==> src/core/hsp_pkg.sv <==
/*
  hsp_pkg: register map, field positions, reset values and shared types
  for the haptic system status and playback control register bank.
  Assumes one 8-bit register space reached through byte-wide
  read and write strobes from the serial host interface front end.
*/
package hsp_pkg;

  // register offsets
  localparam logic [7:0] ADDR_SOFT_RESET   = 8'h00;
  localparam logic [7:0] ADDR_LIVE_STATUS  = 8'h01;
  localparam logic [7:0] ADDR_STICKY_FLAGS = 8'h02;
  localparam logic [7:0] ADDR_IRQ_MASK     = 8'h03;
  localparam logic [7:0] ADDR_REG_STATUS   = 8'h04;
  localparam logic [7:0] ADDR_OUTPUT_GAIN  = 8'h07;
  localparam logic [7:0] ADDR_PLAY_CONFIG  = 8'h08;
  localparam logic [7:0] ADDR_PLAY_COMMAND = 8'h09;
  localparam logic [7:0] ADDR_SLOT_ONE     = 8'h0a;
  localparam logic [7:0] ADDR_SLOT_TWO     = 8'h0b;

  localparam logic [7:0] SOFT_RESET_CODE   = 8'haa;

  // status / flag / mask bit positions
  localparam int BIT_UNDERVOLTAGE = 5;
  localparam int BIT_NEAR_EMPTY   = 4;
  localparam int BIT_NEAR_FULL    = 3;
  localparam int BIT_OVERCURRENT  = 2;
  localparam int BIT_OVERTEMP     = 1;
  localparam int BIT_PLAY_DONE    = 0;
  localparam int NUM_EVENTS       = 6;

  // play config / command / slot fields
  localparam int BIT_STOP_MODE    = 5;
  localparam int BIT_BRAKE_EN     = 2;
  localparam int BIT_STOP         = 1;
  localparam int BIT_START        = 0;
  localparam int BIT_SLOT_DELAY   = 7;

  // regulator status: reserved fields read fixed values
  localparam logic [3:0] REG_STATUS_HI    = 4'h2;
  localparam logic [2:0] REG_STATUS_LO    = 3'h5;
  localparam int         BIT_REG_GOOD     = 3;

  // reset values
  localparam logic [5:0] RST_FLAGS        = 6'h10;
  localparam logic [5:0] RST_MASK         = 6'h3f;
  localparam logic [7:0] RST_GAIN         = 8'h80;
  localparam logic       RST_STOP_MODE    = 1'b0;
  localparam logic       RST_BRAKE_EN     = 1'b1;
  localparam logic [1:0] RST_PLAY_MODE    = 2'h0;
  localparam logic [7:0] RST_SLOT_ONE     = 8'h01;
  localparam logic [7:0] RST_SLOT_TWO     = 8'h00;

  // gain is code / 2**GAIN_SHIFT
  localparam int GAIN_SHIFT = 7;

  typedef enum logic [1:0] {
    MODE_RAM      = 2'b00,
    MODE_REALTIME = 2'b01,
    MODE_CONT     = 2'b10,
    MODE_NONE     = 2'b11
  } hsp_mode_t;

  typedef enum logic [1:0] {
    ST_IDLE  = 2'b00,
    ST_PLAY  = 2'b01,
    ST_BRAKE = 2'b10
  } hsp_fsm_t;

  typedef struct packed {
    logic       undervoltage_level;
    logic       stream_buf_near_empty_level;
    logic       stream_buf_near_full_level;
    logic       overcurrent_level;
    logic       overtemp_level;
    logic       playback_done_level;
  } hsp_status_t;

  typedef struct packed {
    logic [5:0] irq_mask;
    logic [7:0] gain;
    logic       stop_mode;
    logic       auto_brake_enable;
    hsp_mode_t  play_mode;
    logic       start;
    logic       stop;
    logic [7:0] slot_one;
    logic [7:0] slot_two;
  } hsp_cfg_t;

  typedef struct packed {
    hsp_cfg_t   cfg;
    logic [5:0] flags;
    hsp_fsm_t   fsm;
    hsp_mode_t  run_mode;
    logic       stop_pend;
    logic [7:0] rdata;
    logic [7:0] scaled;
  } hsp_state_t;

endpackage : hsp_pkg

==> src/core/hsp_regbank.sv <==
/*
  hsp_regbank: system status, sticky interrupt flags, interrupt mask,
  output gain, playback control and the first two sequence slots.
  Assumes the serial host front end delivers byte-wide register
  accesses as one-cycle strobes synchronous to i_clock, and that the
  analog monitors deliver synchronous status levels.
*/
// Contract
// - writing 0xaa to soft reset restores every configuration register default
// - status bit 5 follows battery undervoltage below 2.7 V
// - status bits 4/3 show buffer near-empty/near-full; near-empty reads 1 after reset
// - status bits 2,1,0 show overcurrent, overtemperature, playback as live levels
// - flags latch their status bit since last read; reading clears them
// - near-empty flag resets to 1, other flags reset to 0
// - mask bit 0 lets its flag pull interrupt low; masks default 1
// - waveform samples scaled by gain code over 128; default 0x80 unity
// - stop bit 5 clear finishes current wave, set halts immediately
// - brake enable bit 2 runs automatic brake after playback stops
// - play-mode field selects RAM, realtime, continuous or no playback
// - writing 1 to stop bit ends running playback
// - writing 1 to start bit begins playback in selected mode
// - slot bit 7 makes field a delay in units, else waveform number
// - slot one field resets to 1; slot two and delay bits to 0
`timescale 1ns/1ps
`default_nettype none

module hsp_regbank #(
  parameter int SAMPLE_W = 8
) (
  input  wire logic                i_clock,        // 40 MHz core clock
  input  wire logic                i_rst_n,        // async reset, active low
  input  wire logic                i_wr_en,        // register write strobe
  input  wire logic                i_rd_en,        // register read strobe
  input  wire logic [7:0]          i_addr,         // register offset
  input  wire logic [7:0]          i_wdata,        // write data
  output logic      [7:0]          o_rdata,        // read data, held after read
  input  wire hsp_pkg::hsp_status_t i_status,      // live monitor levels
  input  wire logic                i_regulator_good, // regulator ok level
  input  wire logic                i_wave_end,     // current waveform finished
  input  wire logic                i_seq_done,     // whole sequence finished
  input  wire logic                i_brake_done,   // brake engine finished
  input  wire logic [SAMPLE_W-1:0] i_sample,       // signed waveform sample
  output logic [SAMPLE_W-1:0]      o_sample_scaled, // gain-scaled sample
  output logic                     o_irq_out_n,    // interrupt, active low
  output logic                     o_playing,      // playback engine running
  output hsp_pkg::hsp_mode_t       o_run_mode,     // mode being played
  output logic                     o_halt_now,     // abort current wave, pulse
  output logic                     o_brake_run,    // automatic brake active
  output logic                     o_slot_one_is_delay, // slot one is a delay
  output logic [6:0]               o_slot_one_value,    // slot one code
  output logic                     o_slot_two_is_delay, // slot two is a delay
  output logic [6:0]               o_slot_two_value     // slot two code
);

  // the registered scaled sample in the state struct is 8 bits wide
  if (SAMPLE_W < 2 || SAMPLE_W > 8) begin : g_bad_width
    $error("hsp_regbank: SAMPLE_W must lie in 2..8");
  end

  localparam int PROD_W = SAMPLE_W + 9;

  hsp_pkg::hsp_state_t s_q;
  hsp_pkg::hsp_state_t s_d;

  logic [5:0]        live_vec;
  logic              wr_soft_reset;
  logic              rd_flags;
  logic [PROD_W-1:0] product;
  logic [PROD_W-1:0] shifted;
  logic [SAMPLE_W-1:0] sat_value;

  function automatic logic [7:0] rd_mux(input hsp_pkg::hsp_state_t st, input logic [5:0] live,
                                        input logic [7:0] addr, input logic reg_good);
    logic [7:0] v;
    v = 8'h00;
    case (addr)
      hsp_pkg::ADDR_LIVE_STATUS:  v = {2'h0, live};
      hsp_pkg::ADDR_STICKY_FLAGS: v = {2'h0, st.flags};
      hsp_pkg::ADDR_IRQ_MASK:     v = {2'h0, st.cfg.irq_mask};
      hsp_pkg::ADDR_REG_STATUS:   v = {hsp_pkg::REG_STATUS_HI, reg_good, hsp_pkg::REG_STATUS_LO};
      hsp_pkg::ADDR_OUTPUT_GAIN:  v = st.cfg.gain;
      hsp_pkg::ADDR_PLAY_CONFIG:  v = {2'h0, st.cfg.stop_mode, 2'h0, st.cfg.auto_brake_enable,
                                       st.cfg.play_mode};
      hsp_pkg::ADDR_PLAY_COMMAND: v = {6'h00, st.cfg.stop, st.cfg.start};
      hsp_pkg::ADDR_SLOT_ONE:     v = st.cfg.slot_one;
      hsp_pkg::ADDR_SLOT_TWO:     v = st.cfg.slot_two;
      default:                    v = 8'h00;  // soft reset is write-only, unmapped read zero
    endcase
    return v;
  endfunction

  // slot decode, used for both slots
  function automatic logic [7:0] slot_decode(input logic [7:0] slot);
    return {slot[hsp_pkg::BIT_SLOT_DELAY], slot[6:0]};
  endfunction

  function automatic hsp_pkg::hsp_cfg_t cfg_defaults();
    hsp_pkg::hsp_cfg_t c;
    c.irq_mask          = hsp_pkg::RST_MASK;
    c.gain              = hsp_pkg::RST_GAIN;
    c.stop_mode         = hsp_pkg::RST_STOP_MODE;
    c.auto_brake_enable = hsp_pkg::RST_BRAKE_EN;
    c.play_mode         = hsp_pkg::MODE_RAM;
    c.start             = 1'b0;
    c.stop              = 1'b0;
    c.slot_one          = hsp_pkg::RST_SLOT_ONE;
    c.slot_two          = hsp_pkg::RST_SLOT_TWO;
    return c;
  endfunction

  assign live_vec      = i_status;
  assign wr_soft_reset = i_wr_en && (i_addr == hsp_pkg::ADDR_SOFT_RESET) &&
                         (i_wdata == hsp_pkg::SOFT_RESET_CODE);
  assign rd_flags      = i_rd_en && (i_addr == hsp_pkg::ADDR_STICKY_FLAGS);

  // gain scaling: signed sample times unsigned code, then divide by 128 and saturate
  assign product = PROD_W'($signed(i_sample) * $signed({1'b0, s_q.cfg.gain}));
  assign shifted = PROD_W'($signed(product) >>> hsp_pkg::GAIN_SHIFT);

  always_comb begin
    logic [PROD_W-1:0] max_v;
    logic [PROD_W-1:0] min_v;
    max_v = PROD_W'({1'b0, {(SAMPLE_W-1){1'b1}}});
    min_v = PROD_W'($signed({1'b1, {(SAMPLE_W-1){1'b0}}}));
    if ($signed(shifted) > $signed(max_v)) begin
      sat_value = max_v[SAMPLE_W-1:0];
    end else if ($signed(shifted) < $signed(min_v)) begin
      sat_value = min_v[SAMPLE_W-1:0];
    end else begin
      sat_value = shifted[SAMPLE_W-1:0];
    end
  end

  always_comb begin
    s_d        = s_q;
    s_d.scaled = 8'(sat_value);

    // read data holds until the next read
    if (i_rd_en) begin
      s_d.rdata = rd_mux(s_q, live_vec, i_addr, i_regulator_good);
    end

    // sticky flags: a level present in the clearing read's cycle still sets
    s_d.flags = (rd_flags ? 6'h00 : s_q.flags) | live_vec;

    // register writes; reserved fields are not stored
    if (i_wr_en) begin
      case (i_addr)
        hsp_pkg::ADDR_IRQ_MASK:    s_d.cfg.irq_mask = i_wdata[5:0];
        hsp_pkg::ADDR_OUTPUT_GAIN: s_d.cfg.gain = i_wdata;
        hsp_pkg::ADDR_PLAY_CONFIG: begin
          s_d.cfg.stop_mode         = i_wdata[hsp_pkg::BIT_STOP_MODE];
          s_d.cfg.auto_brake_enable = i_wdata[hsp_pkg::BIT_BRAKE_EN];
          s_d.cfg.play_mode         = hsp_pkg::hsp_mode_t'(i_wdata[1:0]);
        end
        hsp_pkg::ADDR_PLAY_COMMAND: begin
          s_d.cfg.stop  = i_wdata[hsp_pkg::BIT_STOP];
          s_d.cfg.start = i_wdata[hsp_pkg::BIT_START];
        end
        hsp_pkg::ADDR_SLOT_ONE:    s_d.cfg.slot_one = i_wdata;
        hsp_pkg::ADDR_SLOT_TWO:    s_d.cfg.slot_two = i_wdata;
        default: ;
      endcase
    end

    // playback engine; stop is consumed one cycle after it lands, start only once the engine is idle
    case (s_q.fsm)
      hsp_pkg::ST_IDLE: begin
        s_d.stop_pend = 1'b0;
        if (s_q.cfg.start) begin
          s_d.cfg.start = 1'b0;
          if (s_q.cfg.play_mode != hsp_pkg::MODE_NONE) begin
            s_d.fsm      = hsp_pkg::ST_PLAY;
            s_d.run_mode = s_q.cfg.play_mode;
          end
        end
        if (s_q.cfg.stop) begin
          s_d.cfg.stop = 1'b0;
        end
      end
      hsp_pkg::ST_PLAY: begin
        if (s_q.cfg.stop) begin
          s_d.cfg.stop  = 1'b0;
          s_d.stop_pend = 1'b1;
        end
        // immediate stop ends at once, graceful stop waits for the wave end
        if ((s_q.cfg.stop && s_q.cfg.stop_mode) || i_seq_done ||
            ((s_q.cfg.stop || s_q.stop_pend) && i_wave_end)) begin
          s_d.stop_pend = 1'b0;
          s_d.fsm = s_q.cfg.auto_brake_enable ? hsp_pkg::ST_BRAKE : hsp_pkg::ST_IDLE;
        end
      end
      hsp_pkg::ST_BRAKE: begin
        if (s_q.cfg.stop) begin
          s_d.cfg.stop = 1'b0;
        end
        if (i_brake_done) begin
          s_d.fsm = hsp_pkg::ST_IDLE;
        end
      end
      default: s_d.fsm = hsp_pkg::ST_IDLE;
    endcase

    // soft reset returns configuration only; flags and engine state stay
    if (wr_soft_reset) begin
      s_d.cfg = cfg_defaults();
    end
  end

  always_ff @(posedge i_clock or negedge i_rst_n) begin
    if (!i_rst_n) begin
      s_q.cfg.irq_mask          <= hsp_pkg::RST_MASK;
      s_q.cfg.gain              <= hsp_pkg::RST_GAIN;
      s_q.cfg.stop_mode         <= hsp_pkg::RST_STOP_MODE;
      s_q.cfg.auto_brake_enable <= hsp_pkg::RST_BRAKE_EN;
      s_q.cfg.play_mode         <= hsp_pkg::MODE_RAM;
      s_q.cfg.start             <= 1'b0;
      s_q.cfg.stop              <= 1'b0;
      s_q.cfg.slot_one          <= hsp_pkg::RST_SLOT_ONE;
      s_q.cfg.slot_two          <= hsp_pkg::RST_SLOT_TWO;
      s_q.flags                 <= hsp_pkg::RST_FLAGS;
      s_q.fsm                   <= hsp_pkg::ST_IDLE;
      s_q.run_mode              <= hsp_pkg::MODE_RAM;
      s_q.stop_pend             <= 1'b0;
      s_q.rdata                 <= 8'h00;
      s_q.scaled                <= 8'h00;
    end else begin
      s_q <= s_d;
    end
  end

  // masked flags drive the pin; a mask bit of 1 keeps its flag off it
  assign o_irq_out_n         = ~|(s_q.flags & ~s_q.cfg.irq_mask);
  assign o_rdata             = s_q.rdata;
  assign o_sample_scaled     = s_q.scaled[SAMPLE_W-1:0];
  assign o_playing           = (s_q.fsm == hsp_pkg::ST_PLAY);
  assign o_run_mode          = s_q.run_mode;
  assign o_halt_now          = o_playing && s_q.cfg.stop && s_q.cfg.stop_mode;
  assign o_brake_run         = (s_q.fsm == hsp_pkg::ST_BRAKE);
  assign {o_slot_one_is_delay, o_slot_one_value} = slot_decode(s_q.cfg.slot_one);
  assign {o_slot_two_is_delay, o_slot_two_value} = slot_decode(s_q.cfg.slot_two);
endmodule : hsp_regbank

`default_nettype wire

==> config.mk <==
export PLATFORM = sky130hd
export DESIGN_NAME = hsp_regbank
export DESIGN_NICKNAME = d
export VERILOG_FILES = /design/src/core/hsp_pkg.sv /design/src/core/hsp_regbank.sv
export SDC_FILE = /design/constraint.sdc
export NUM_CORES = 1
export LEC_CHECK = 0
export BUFFER_PORTS_ARGS = -buffer_cell sky130_fd_sc_hd__buf_4
export CELL_PAD_IN_SITES_DETAIL_PLACEMENT = 1
export CELL_PAD_IN_SITES_GLOBAL_PLACEMENT = 2
export CORE_UTILIZATION = 28
export DETAILED_ROUTE_END_ITERATION = 7
export GPL_TIMING_DRIVEN = 0
export PLACE_DENSITY = 0.69
export SETUP_SLACK_MARGIN = 0.2
export SLEW_MARGIN = 15
export SYNTH_ARGS = -nofsm -noshare
export SYNTH_HDL_FRONTEND = slang
export SYNTH_SLANG_ARGS = --single-unit
==> constraint.sdc <==
create_clock -name i_clock -period 6.7 [get_ports i_clock]
set_input_delay 0.335 -clock i_clock [delete_from_list [all_inputs] [get_ports i_clock]]
set_output_delay 0.335 -clock i_clock [all_outputs]
set_load 0.01 [all_outputs]
Yosys cells after proc, flatten, opt, wreduce, memory -nomap -nowiden
Cells that the tools add are included.

Register bits after elaboration: 63. Latch bits: 0. Bits in writable memories: 0. Memory bits (read-only): 0. Bits of input ports: 38. Output and inout bits: 38. Logic and storage cells: 94. Memories: 0.

Add/sub/neg operators: 0. $mul: 1. Div/mod/pow operators: 0. Order comparisons: 2. Equality and inequality tests: 18. Shifts and indexed selects: 0. Mux-type cells: 25. Bitwise gates (word level): 3. Reductions and logical operators: 30.

Operator list (number): $mux W36 (2); $pmux W8 S9 (1); $mux W8 (5); $eq A8 B4 Y1 const B (4); $mul A8 B9 Y17 (1); $eq A8 B2 Y1 const B (2); $eq A8 B3 Y1 const B (2); $reduce_bool A2 Y1 (7); $mux W4 (3); $mux W6 (2); $reduce_and A2 Y1 (6); $gt A10 B8 Y1 const B (1); $lt A10 B8 Y1 const B (1); $eq A8 B1 Y1 const B (1); $eq A8 B8 Y1 const B (1); $logic_not A8 Y1 (1); $mux W2 (4); $ne A2 B2 Y1 const B (4); $logic_and A1 B1 Y1 (7); $and A6 B6 Y6 (1); $mux W1 (6); $not A6 Y6 (1); $or A6 B6 Y6 (1); $pmux W2 S3 (1); 12 further kinds (14).

Logic depth before layout (Yosys ltp)
Gate-level depths: netlist of run 1.

Depth in word-level cells: 6. Depth in mapped cells: 19.

Worst setup path before layout of run 1
OpenSTA, ideal clock, no wires.

Path kind: register to register. Start point: register s_q[56] (netlist bit). End point: register s_q, in the netlist o_sample_scaled[6]. Setup time: 0.078 ns. Arrival time: 4.502 ns. Required time: 6.622 ns. Path slack: 2.120 ns. Cell stages (with the launch flop): 18. Clock period less this slack: 4.580 ns. Cell sequence: dfstp_2 clkbuf_1 nand2_1 fa_1 fa_1 inv_1 fa_1 inv_1 fa_1 inv_1 ha_1 nand4_1 o221a_2 o21ai_1 a21oi_1 xnor2_1 o21ai_1 a21oi_1.

RTL lines: start: declaration (RTL line hsp_regbank.sv:62) `hsp_pkg::hsp_state_t s_q;`.

==> impl_metrics.sql, run 1 <==
INSERT INTO impl_metrics (metric_group, metric, value, unit) VALUES
('run_status', 'run_status', 'finished clean', ''),
('layout', 'fill_cells', '2221', ''),
('floorplanning', 'floorplan.core_area', '18800', 'um^2'),
('routing', 'firstDrtPassIters', '4', ''),
('global_route', 'grt_first_pass_wirelength', '26400', 'um'),
('timing', 'worst_slew_pin_slew', '0.849', 'ns'),
('clocking', 'cts_setup_buffers', '0', ''),
('global_route', 'grt_antenna_before_repair', '0', ''),
('timing', 'setup_tns', '0', 'ns'),
('synthesis', 'proportion_of_netlist_area_held_by_the_largest_area_contributor', '24.6', '%'),
('floorplanning', 'core.rowCount', '50', ''),
('synthesis', 'number_of_synthesized_flops_with_an_enable_pin', '0', ''),
('routing', 'drt.antenna.violating_nets', '0', ''),
('timing', 'hold_viol', '0', ''),
('layout', 'post_route_cells_drive_above_1_share', '22.9', '%'),
('synthesis', 'synthesis.instances', '597', ''),
('pwr', 'cellLeakagePower', '0.00319', 'uW'),
('setup_path', 'regToRegSetupSlack', '1.48', 'ns'),
('floorplanning', 'die_w', '141', 'um'),
('timing', 'final.period_utilization', '77.9', '%'),
('pwr', 'power_density', '191', 'nW/um^2'),
('routing', 'postRouteWirelength', '16000', 'um'),
('global_route', 'grt_max_degree', '64', ''),
('floorplanning', 'pin_count', '76', ''),
('setup_path', 'timing.critical_path.arrival', '5.48', 'ns'),
('setup_path', 'critical_path_source_type', 'register', ''),
('synthesis', 'synth.ff_latch_count', '63', ''),
('synthesis', 'synthArstFlopShare', '100', '%'),
('global_route', 'globalRouteOverflowTotal', '0', ''),
('setup_path', 'worst-setup-path-type', 'register to register', ''),
('clocking', 'ctsHoldBuffers', '0', ''),
('floorplanning', 'initial_core_util', '28.7', '%'),
('synthesis', 'syn-cell-area', '5380', 'um^2'),
('clocking', 'cts-buffers-inserted', '9', ''),
('layout', 'seq_area', '1590', 'um^2'),
('timing', 'grt_setup_unrepaired', 'false', ''),
('layout', 'multi_input_area', '3180', 'um^2'),
('clocking', 'clock_sinks', '63', ''),
('synthesis', 'synth_flop_cell', 'sky130_fd_sc_hd__dfrtp_1', ''),
('synthesis', 'yosysWarningCount', '0', ''),
('setup_path', 'rr_endpoint', 'o_sample_scaled[6]', ''),
('setup_path', 'worstRegToRegCells', '17', ''),
('clocking', 'cts.clk_slew.worst_paths', '0.05', 'ns'),
('place', 'port-buffer-count', '73', ''),
('setup_path', 'r2r-start', 's_q[51]', ''),
('timing', 'max_freq', '0.192', 'GHz'),
('global_route', 'vias_in_the_first_global_route', '4772', ''),
('place', 'place_congestion', '0.811', ''),
('layout', 'post_layout_nonfiller_instances', '920', ''),
('setup_path', 'cp-end-kind', 'register', ''),
('flow_run', 'cap_viol_max_count', '0', ''),
('routing', 'viasPerCell', '4.90', ''),
('clocking', 'cts_root_buf', 'sky130_fd_sc_hd__clkbuf_16', ''),
('layout', 'syn_to_final_growth', '21.5', '%'),
('routing', 'dr_total_vias', '4504', ''),
('place', 'numPlacedInstances', '904', ''),
('clocking', 'htree_num_levels', '3', ''),
('layout', 'antenna_cells_inserted', '0', ''),
('pwr', 'power.ir.vdd_worst', '0.000132', 'V'),
('clocking', 'number_of_gates_resized_after_cts', '0', ''),
('timing', 'max_slew_violations', '0', ''),
('routing', 'drt_drc_violations_left', '0', ''),
('floorplanning', 'die_area', '19800', 'um^2'),
('timing', 'slew_headroom', '43.4', '%'),
('setup_path', 'worstPathRequired', '6.96', 'ns'),
('clocking', 'clock_insertion_delay_worst_skew', '0.34', 'ns'),
('clocking', 'cts-root-to-sink-buffers', '2', ''),
('synthesis', 'post-synth-top-area-cell', 'sky130_fd_sc_hd__dfrtp_1', ''),
('routing', 'detailedRoute.firstIterationViolations', '223', ''),
('synthesis', 'synth.area.top_cells', 'sky130_fd_sc_hd__dfrtp_1 (25%), sky130_fd_sc_hd__fa_1 (13%), sky130_fd_sc_hd__ha_1 (9.5%)', ''),
('timing', 'finish_stage_setup_viols', '0', '');
==> area by class of cell <==
class,instances,area share [%]
Multi-Input combinational cell,410,48.7
Sequential cell,63,24.3
Timing Repair Buffer,73,8.38
Buffer,57,5.51
Tap cell,234,4.48
Inverter,67,3.84
Clock buffer,12,3.77
Clock inverter,4,1.07
==> critical path: stages, from the launching register on <==
cell                       delay [ns]
sky130_fd_sc_hd__dfrtp_1         0.31
sky130_fd_sc_hd__clkbuf_1        0.46
sky130_fd_sc_hd__nand2_1         0.16
sky130_fd_sc_hd__fa_1            0.49
sky130_fd_sc_hd__fa_1            0.54
sky130_fd_sc_hd__inv_1           0.05
sky130_fd_sc_hd__fa_1            0.53
sky130_fd_sc_hd__inv_1           0.05
sky130_fd_sc_hd__fa_1            0.52
sky130_fd_sc_hd__inv_1           0.04
sky130_fd_sc_hd__ha_1            0.35
sky130_fd_sc_hd__nand4_1         0.12
sky130_fd_sc_hd__o221a_2         0.30
sky130_fd_sc_hd__o21ai_1         0.29
sky130_fd_sc_hd__a21oi_1         0.13
sky130_fd_sc_hd__xnor2_1         0.35
sky130_fd_sc_hd__o21ai_1         0.24
sky130_fd_sc_hd__a21oi_1         0.18
==> metal layers <==
metal	global-route usage [%]	part of all wire (%)
met1	24.8	47
met2	27.4	48
met3	2.55	4.4
met4	4.35	0.98
met5	0	0
==> stage by stage <==
step / power, uW / cell area (um^2) / setup WS [ns] / util, % / hold WS (ns)
after floorplan: 630 / 5380 / 2.12 / - / 0.0394
after global placement: 748 / 6220 / 1.59 / 33.2 / 0.492
after detailed placement: 753 / 6220 / 1.48 / 33.2 / 0.501
after CTS: 1270 / 6540 / 1.45 / 34.9 / 0.137
after global routing: 1330 / 6540 / 1.05 / 34.9 / 0.157
final: 1250 / 6540 / 1.48 / 34.9 / 0.100
==> state kept, by name, summed over array words and instances (netlist names) <==
name / flops
o_run_mode: 2
o_slot_one_is_delay: 1
s_q: 29
o_slot_two_is_delay: 1
o_slot_one_value: 7
o_slot_two_value: 7
o_rdata: 8
o_sample_scaled: 8
==> cell usage after synthesis (3+ instances only) <==
master	number
sky130_fd_sc_hd__a21oi_1	52
sky130_fd_sc_hd__fa_1	35
sky130_fd_sc_hd__xor2_1	5
sky130_fd_sc_hd__inv_1	66
sky130_fd_sc_hd__o22ai_2	3
sky130_fd_sc_hd__a22o_1	9
sky130_fd_sc_hd__a21o_1	9
sky130_fd_sc_hd__dfrtp_1	53
sky130_fd_sc_hd__and2_1	40
sky130_fd_sc_hd__o21ai_0	10
sky130_fd_sc_hd__nand3_1	18
sky130_fd_sc_hd__nand2_1	70
sky130_fd_sc_hd__buf_4	34
sky130_fd_sc_hd__dfstp_2	10
sky130_fd_sc_hd__ha_1	41
sky130_fd_sc_hd__nor3_1	3
sky130_fd_sc_hd__o21ai_1	13
sky130_fd_sc_hd__nor2b_1	3
sky130_fd_sc_hd__o211ai_1	4
sky130_fd_sc_hd__buf_2	9
sky130_fd_sc_hd__a22oi_1	9
sky130_fd_sc_hd__clkbuf_1	13
sky130_fd_sc_hd__nand2b_1	3
sky130_fd_sc_hd__and3_1	10
sky130_fd_sc_hd__nor2_1	27
sky130_fd_sc_hd__o22ai_1	9
sky130_fd_sc_hd__xnor2_1	6
sky130_fd_sc_hd__mux4_2	4
==> how the worst max path moves through the flow <==
stage / start / end / slack [ns] / cells after the start
6_report: s_q[51] / o_sample_scaled[6] / 1.48 / 17
5_1_grt: s_q[56] / o_sample_scaled[2] / 1.05 / 17
4_1_cts: s_q[51] / o_sample_scaled[6] / 1.45 / 17
3_5_place_dp: s_q[51] / o_sample_scaled[0] / 1.48 / 17
3_3_place_gp: s_q[56] / o_sample_scaled[6] / 1.59 / 17
2_1_floorplan: s_q[56] / o_sample_scaled[6] / 2.12 / 17
==> power by group <==
| part | switching, uW | leakage, uW | internal (uW) |
|---|---|---|---|
| Clock | 174 | 0.000157 | 335 |
| Combinational | 165 | 0.00224 | 142 |
| Sequential | 21.7 | 0.000788 | 413 |
| Total | 361 | 0.00319 | 890 |
==> cell families after synthesis <==
logic type	Yosys count	synth area share [%]
buffers and inverters	124	11.4
multiplexers	7	2.25
XOR/XNOR	11	1.79
adder cells (fa/ha/maj)	76	22.5
AND/OR/NAND/NOR	186	17.3
AO/OA/AOI/OAI	130	15.2
flip-flops	63	29.5
Note: power is estimated with default switching activity, not from simulation.
==> inputs of run 2 (changes only) <==
- PLACE_DENSITY: 0.69 -> 0.71
- clock period: 6.7 -> 4.8 ns (I/O delays scaled with it)
==> impl_metrics.sql, run 2 (same netlist as run 1, synthesis figures left out) <==
INSERT INTO impl_metrics (metric_group, metric, value, unit) VALUES
('run_status', 'run_status', 'finished clean', ''),
('global_route', 'grt_first_pass_wirelength', '27100', 'um'),
('layout', 'mostFrequentLayoutCell', 'sky130_fd_sc_hd__buf_4', ''),
('setup_path', 'critical_path_source_type', 'register', ''),
('layout', 'post_route_cells_drive_above_1_share', '30.8', '%'),
('floorplanning', 'pin_count', '76', ''),
('pwr', 'seq_power_share', '32.1', '%'),
('layout', 'finalNetCount', '817', ''),
('floorplanning', 'core.rowCount', '50', ''),
('routing', 'drt_drc_violations_left', '0', ''),
('timing', 'worst_slew_pin_slew', '0.865', 'ns'),
('pwr', 'comb_power_share', '27.2', '%'),
('timing', 'grt_setup_unrepaired', 'true', ''),
('routing', 'dr_total_vias', '4676', ''),
('setup_path', 'critical_path.n_buffers_inverters', '5', ''),
('timing', 'max_freq', '0.222', 'GHz'),
('clocking', 'htree_num_levels', '3', ''),
('clocking', 'cts-buffers-inserted', '9', ''),
('floorplanning', 'die_height', '141', 'um'),
('global_route', 'grt_max_degree', '64', ''),
('routing', 'firstDrtPassIters', '4', ''),
('pwr', 'power_density', '270', 'nW/um^2'),
('clocking', 'tritoncts', 'yes', ''),
('setup_path', 'worstPathRequired', '5.01', 'ns'),
('setup_path', 'path_cells', 'buf_8, nand2_2, fa_2, fa_1, inv_1, fa_1, inv_1, fa_1, inv_2, ha_4, nand4_1, o221a_4, o21ai_4, a21oi_2, xnor2_2, buf_4, a21oi_4, o21ai_1', ''),
('clocking', 'cts.clk_slew.worst_paths', '0.06', 'ns'),
('setup_path', 'timing.critical_path.arrival', '4.71', 'ns'),
('flow_run', 'cap_viol_max_count', '0', ''),
('place', 'dpl.hpwl', '12800', 'um'),
('layout', 'layout.cell_area.non_filler', '7010', 'um^2'),
('layout', 'register_ranked_first_by_flip_flop_count', 's_q', ''),
('routing', 'viasPerCell', '4.97', ''),
('layout', 'final_util', '37.3', '%'),
('pwr', 'swShare', '29.0', '%'),
('timing', 'max_slew_violations', '0', ''),
('setup_path', 'cp_top_family', 'adder cells', ''),
('layout', 'largest_register_ff_count', '29', ''),
('timing', 'final.period_utilization', '93.8', '%'),
('place', 'numPlacedInstances', '904', ''),
('timing', 'slew_headroom', '42.4', '%'),
('setup_path', 'cp-end-kind', 'register', ''),
('global_route', 'track_usage', '17.8', '%'),
('pwr', 'cell_internal_power_dissipation', '1340', 'uW'),
('global_route', 'grt_antenna_before_repair', '0', ''),
('pwr', 'power.total', '1890', 'uW'),
('place', 'port-buffer-count', '73', ''),
('global_route', 'globalRouteOverflowTotal', '0', ''),
('layout', 'post_layout_nonfiller_instances', '941', ''),
('setup_path', 'worst-setup-path-type', 'register to register', ''),
('timing', 'finalWorstPathRequiredPeriod', '4.50', 'ns'),
('pwr', 'power.ir.vdd_worst', '0.000165', 'V'),
('setup_path', 'worst_path_largest_cell_delay', '0.54', 'ns'),
('layout', 'layout_common_cells', 'sky130_fd_sc_hd__buf_4 (130), sky130_fd_sc_hd__nand2_1 (65), sky130_fd_sc_hd__inv_1 (63), sky130_fd_sc_hd__dfrtp_1 (52), sky130_fd_sc_hd__a21oi_1 (44)', ''),
('global_route', 'vias_in_the_first_global_route', '4994', ''),
('timing', 'hold_viol', '0', ''),
('place', 'detailedPlace.worstSlack', '-0.393', 'ns'),
('layout', 'antenna_cells_inserted', '0', ''),
('routing', 'detailedRoute.firstIterationViolations', '171', ''),
('clocking', 'cts-root-to-sink-buffers', '2', ''),
('setup_path', 'regToRegSetupSlack', '0.30', 'ns'),
('routing', 'drt.antenna.violating_nets', '0', ''),
('floorplanning', 'initial_core_util', '28.7', '%'),
('pwr', 'p_clk_share', '40.7', '%'),
('floorplanning', 'floorplan.core_area', '18800', 'um^2'),
('timing', 'finalWorstSetupSlack', '0.297', 'ns'),
('setup_path', 'critical_path_peak_fanout', '7', ''),
('place', 'place_area', '6220', 'um^2'),
('floorplanning', 'die_area', '19800', 'um^2'),
('timing', 'finish_stage_setup_viols', '0', ''),
('clocking', 'cts_root_buf', 'sky130_fd_sc_hd__clkbuf_16', ''),
('clocking', 'clock_insertion_delay_worst_skew', '0.34', 'ns'),
('layout', 'syn_to_final_growth', '30.1', '%'),
('place', 'place_congestion', '0.801', ''),
('routing', 'postRouteWirelength', '17100', 'um'),
('pwr', 'cellLeakagePower', '0.00336', 'uW'),
('routing', 'post_drt_wl_per_cell', '18.2', 'um'),
('hold_path', 'holdCritPathClass', 'input port to asynchronous set/reset pin', ''),
('setup_path', 'cpMostUsedCell', 'sky130_fd_sc_hd__fa_1', ''),
('timing', 'skew', '0.00693', 'ns'),
('clocking', 'clock_sinks', '63', ''),
('layout', 'fill_cells', '2170', ''),
('setup_path', 'critPathSlowestCell', 'sky130_fd_sc_hd__fa_1', ''),
('floorplanning', 'die_w', '141', 'um'),
('pwr', 'power.net_switching', '550', 'uW');
==> run 2: cell types whose count changed in the layout (fill, tap and decap cells not counted), moves of 4 or more <==
cell                       delta
sky130_fd_sc_hd__ha_1         -4
sky130_fd_sc_hd__o21ai_1      -5
sky130_fd_sc_hd__nand2_2      +5
sky130_fd_sc_hd__clkbuf_1     -7
sky130_fd_sc_hd__a21oi_1      -8
sky130_fd_sc_hd__buf_4       +23
sky130_fd_sc_hd__ha_4         +4
sky130_fd_sc_hd__nand2_1      -5
sky130_fd_sc_hd__a21oi_2      +6
==> run 2: layout make-up <==
cell class                      instances  area (um^2)  area share (%)
Buffer                                 56          413            5.89
Clock buffer                           10          239            3.41
Clock inverter                          5          106            1.52
Inverter                               67          251            3.59
Multi-Input combinational cell        410         3390            48.4
Sequential cell                        63         1590            22.7
Tap cell                              234          293            4.18
Timing Repair Buffer                   96          721            10.3
==> run 2: timing repair <==
action                     4_1_cts  5_1_grt
setup endpoints to repair        8        7
setup buffers                    8       15
pin swaps                       10       31
hold buffers                     0        0
gates resized for setup         34       27
==> run 2: worst paths after layout <==
kind                               from  depth (start not counted)                 end
max                             s_q[53]                         18  o_sample_scaled[4]
min                             i_rst_n                          1  o_sample_scaled[3]
max reg2reg                     s_q[53]                         18  o_sample_scaled[4]
min reg2reg                     s_q[47]                          2             s_q[47]
max in group asynchronous       i_rst_n                          1             s_q[49]
min in group i_clock       i_brake_done                          2             s_q[20]
==> run 2: through the flow <==
stage	hold WS, ns	TNS (ns)
after floorplan	-0.0556	0
after CTS	0.0371	0
after detailed placement	0.404	-2.53
final	0.0129	0
after global placement	0.387	-1.89
after global routing	0.0771	0
==> run 2: power groups by stage <==
| stage | clock network, uW | logic (uW) | registers, uW |
|---|---|---|---|
| after floorplan | 0 | 275 | 604 |
| after global placement | 0 | 428 | 616 |
| after detailed placement | 0 | 438 | 617 |
| after CTS | 789 | 472 | 608 |
| after global routing | 806 | 572 | 613 |
| final | 770 | 515 | 608 |
==> run 2: per-layer routing <==
metal | routed length [um] | GRT usage, %
met1 | 7780 | 24.4
met2 | 8570 | 29.5
met3 | 503 | 1.80
met4 | 250 | 5.84
met5 | 0 | 0
==> inputs of run 3 (changes only) <==
- GPL_TIMING_DRIVEN: 0 -> 1
==> impl_metrics.sql, run 3 (same netlist as run 1, synthesis figures left out) <==
INSERT INTO impl_metrics (metric_group, metric, value, unit) VALUES
('routing', 'dr_total_vias', '4432', ''),
('floorplanning', 'die_height', '141', 'um'),
('setup_path', 'worstPathRequired', '5.08', 'ns'),
('layout', 'register_ranked_first_by_flip_flop_count', 's_q', ''),
('flow_run', 'cap_viol_max_count', '0', ''),
('timing', 'final.period_utilization', '93.4', '%'),
('layout', 'post_route_cells_drive_above_1_share', '25.9', '%'),
('layout', 'finalNetCount', '758', ''),
('layout', 'syn_to_final_growth', '21.3', '%'),
('routing', 'postRouteWirelength', '16400', 'um'),
('timing', 'finish_stage_setup_viols', '0', ''),
('timing', 'worst_slew_pin_slew', '0.996', 'ns'),
('timing', 'skew', '0.00717', 'ns'),
('place', 'port-buffer-count', '75', ''),
('global_route', 'grt_max_degree', '64', ''),
('floorplanning', 'die_area', '19800', 'um^2'),
('setup_path', 'critPathSlowestCell', 'sky130_fd_sc_hd__fa_1', ''),
('timing', 'setup_tns', '0', 'ns'),
('layout', 'post_layout_nonfiller_instances', '883', ''),
('timing', 'max_freq', '0.223', 'GHz'),
('timing', 'grt_setup_unrepaired', 'true', ''),
('run_status', 'run_status', 'finished clean', ''),
('place', 'detailedPlace.worstSlack', '-0.00624', 'ns'),
('setup_path', 'critical_path_peak_fanout', '4', ''),
('routing', 'drt_drc_violations_left', '0', ''),
('clocking', 'cts-buffers-inserted', '9', ''),
('floorplanning', 'core.rowCount', '50', ''),
('routing', 'detailedRoute.firstIterationViolations', '198', ''),
('floorplanning', 'die_w', '141', 'um'),
('setup_path', 'path_cells', 'nand2b_1, fa_1, fa_1, inv_1, fa_1, inv_1, fa_1, inv_1, ha_4, nand4_1, o221a_4, o21ai_4, a21oi_2, xnor2_2, inv_2, o21ai_1, a21o_1', ''),
('layout', 'mostFrequentLayoutCell', 'sky130_fd_sc_hd__buf_4', ''),
('routing', 'drt.antenna.violating_nets', '0', ''),
('place', 'dpl.hpwl', '12300', 'um'),
('routing', 'firstDrtPassIters', '4', ''),
('floorplanning', 'pin_count', '76', ''),
('global_route', 'grt_first_pass_wirelength', '25800', 'um'),
('routing', 'met3_wirelength', '599', 'um'),
('pwr', 'power_density', '275', 'nW/um^2'),
('place', 'place_congestion', '0.827', ''),
('timing', 'finalWorstPathRequiredPeriod', '4.48', 'ns'),
('setup_path', 'cp-end-kind', 'register', ''),
('clocking', 'ctsHoldBuffers', '0', ''),
('routing', 'maxUsedRoutingLayer', 'met4', ''),
('timing', 'finalWorstSetupSlack', '0.317', 'ns'),
('global_route', 'globalRouteOverflowTotal', '0', ''),
('global_route', 'vias_in_the_first_global_route', '4658', ''),
('pwr', 'power.total', '1800', 'uW'),
('clocking', 'clock_insertion_delay_worst_skew', '0.34', 'ns'),
('routing', 'met2_length', '8150', 'um'),
('floorplanning', 'floorplan.core_area', '18800', 'um^2'),
('global_route', 'track_usage', '16.9', '%'),
('routing', 'post_drt_wl_per_cell', '18.5', 'um'),
('timing', 'hold_viol', '0', ''),
('layout', 'layout_common_cells', 'sky130_fd_sc_hd__buf_4 (93), sky130_fd_sc_hd__nand2_1 (69), sky130_fd_sc_hd__inv_1 (65), sky130_fd_sc_hd__dfrtp_1 (47), sky130_fd_sc_hd__a21oi_1 (45)', ''),
('floorplanning', 'initial_core_util', '28.7', '%'),
('setup_path', 'worst-setup-path-type', 'register to register', ''),
('setup_path', 'worst_path_largest_cell_delay', '0.52', 'ns'),
('place', 'numPlacedInstances', '857', ''),
('layout', 'antenna_cells_inserted', '0', ''),
('clocking', 'tritoncts', 'yes', ''),
('clocking', 'cts_root_buf', 'sky130_fd_sc_hd__clkbuf_16', ''),
('timing', 'max_slew_violations', '0', ''),
('hold_path', 'holdCritPathClass', 'input port to asynchronous set/reset pin', ''),
('clocking', 'cts.clk_slew.worst_paths', '0.06', 'ns'),
('clocking', 'htree_num_levels', '3', ''),
('timing', 'slew_headroom', '33.5', '%'),
('pwr', 'cellLeakagePower', '0.00305', 'uW'),
('routing', 'detail_route.wirelength.met1', '7360', 'um'),
('layout', 'largest_register_ff_count', '29', ''),
('setup_path', 'timing.critical_path.arrival', '4.76', 'ns'),
('layout', 'final_util', '34.8', '%'),
('clocking', 'cts-root-to-sink-buffers', '2', ''),
('pwr', 'power.ir.vdd_worst', '0.000156', 'V'),
('setup_path', 'cpMostUsedCell', 'sky130_fd_sc_hd__fa_1', ''),
('clocking', 'clock_sinks', '63', ''),
('global_route', 'grt_antenna_before_repair', '0', ''),
('routing', 'viasPerCell', '5.02', ''),
('setup_path', 'critical_path_source_type', 'register', '');
[run 3: final cells by class]
type                       instances  area, um^2
clock buffer                      10         239
tap                              234         293
timing repair buffer              93         698
inverter                          67         251
sequential                        63        1600
clock inverter                     6        92.6
fill                            2186       12200
multi-input combinational        410        3360
[run 3: what timing repair did]
item,4_1_cts,5_1_grt
gates resized for setup,14,25
setup buffers,4,6
hold endpoints to repair,0,0
setup endpoints to repair,7,7
pin swaps,2,20
[run 3: per-layer routing]
metal / global-route usage (%) / up-vias
met3: 1.77 / 17
met4: 5.49 / 0
met1: 23.1 / 2258
li1: - / 2059
met2: 28.0 / 98
met5: 0 / -
[run 3: per-stage QoR]
stage                     cell area [um^2]  hold slack (ns)
final                                 6530           0.0139
after floorplan                       5380          -0.0556
after CTS                             6370           0.0550
after detailed placement              5940            0.411
after global routing                  6530           0.0834
after global placement                5940            0.393
[run 3: final timing paths]
kind | from | end | slack, ns | cells past startpoint
worst max-delay path | s_q[49] | o_sample_scaled[3] | 0.32 | 17
worst min-delay path | i_rst_n | o_run_mode[0] | 0.01 | 1
worst max register to register | s_q[49] | o_sample_scaled[3] | 0.32 | 17
worst min register to register | s_q[22] | s_q[22] | 0.52 | 1
max in group asynchronous | i_rst_n | s_q[52] | 4.15 | 1
min in group i_clock | i_brake_done | s_q[20] | 0.08 | 2
[run 3: worst max-delay path: cells and delay by family, from the launching register on]
| family | cells | cell delay [ns] |
|---|---|---|
| DFF | 1 | 0.38 |
| buffers and inverters | 4 | 0.28 |
| and+or+nand+nor | 2 | 0.34 |
| xor gates and xnor gates | 1 | 0.30 |
| adders and majority gates | 5 | 2.37 |
| AOI/OAI and AO/OA | 5 | 0.75 |
[run 3: where the power goes]
| part | internal (uW) | total (uW) | switching (uW) | leakage, uW |
|---|---|---|---|---|
| Clock | 472 | 739 | 267 | 0.000155 |
| Combinational | 197 | 445 | 248 | 0.00212 |
| Sequential | 577 | 613 | 35.7 | 0.000778 |
| Total | 1250 | 1800 | 551 | 0.00305 |
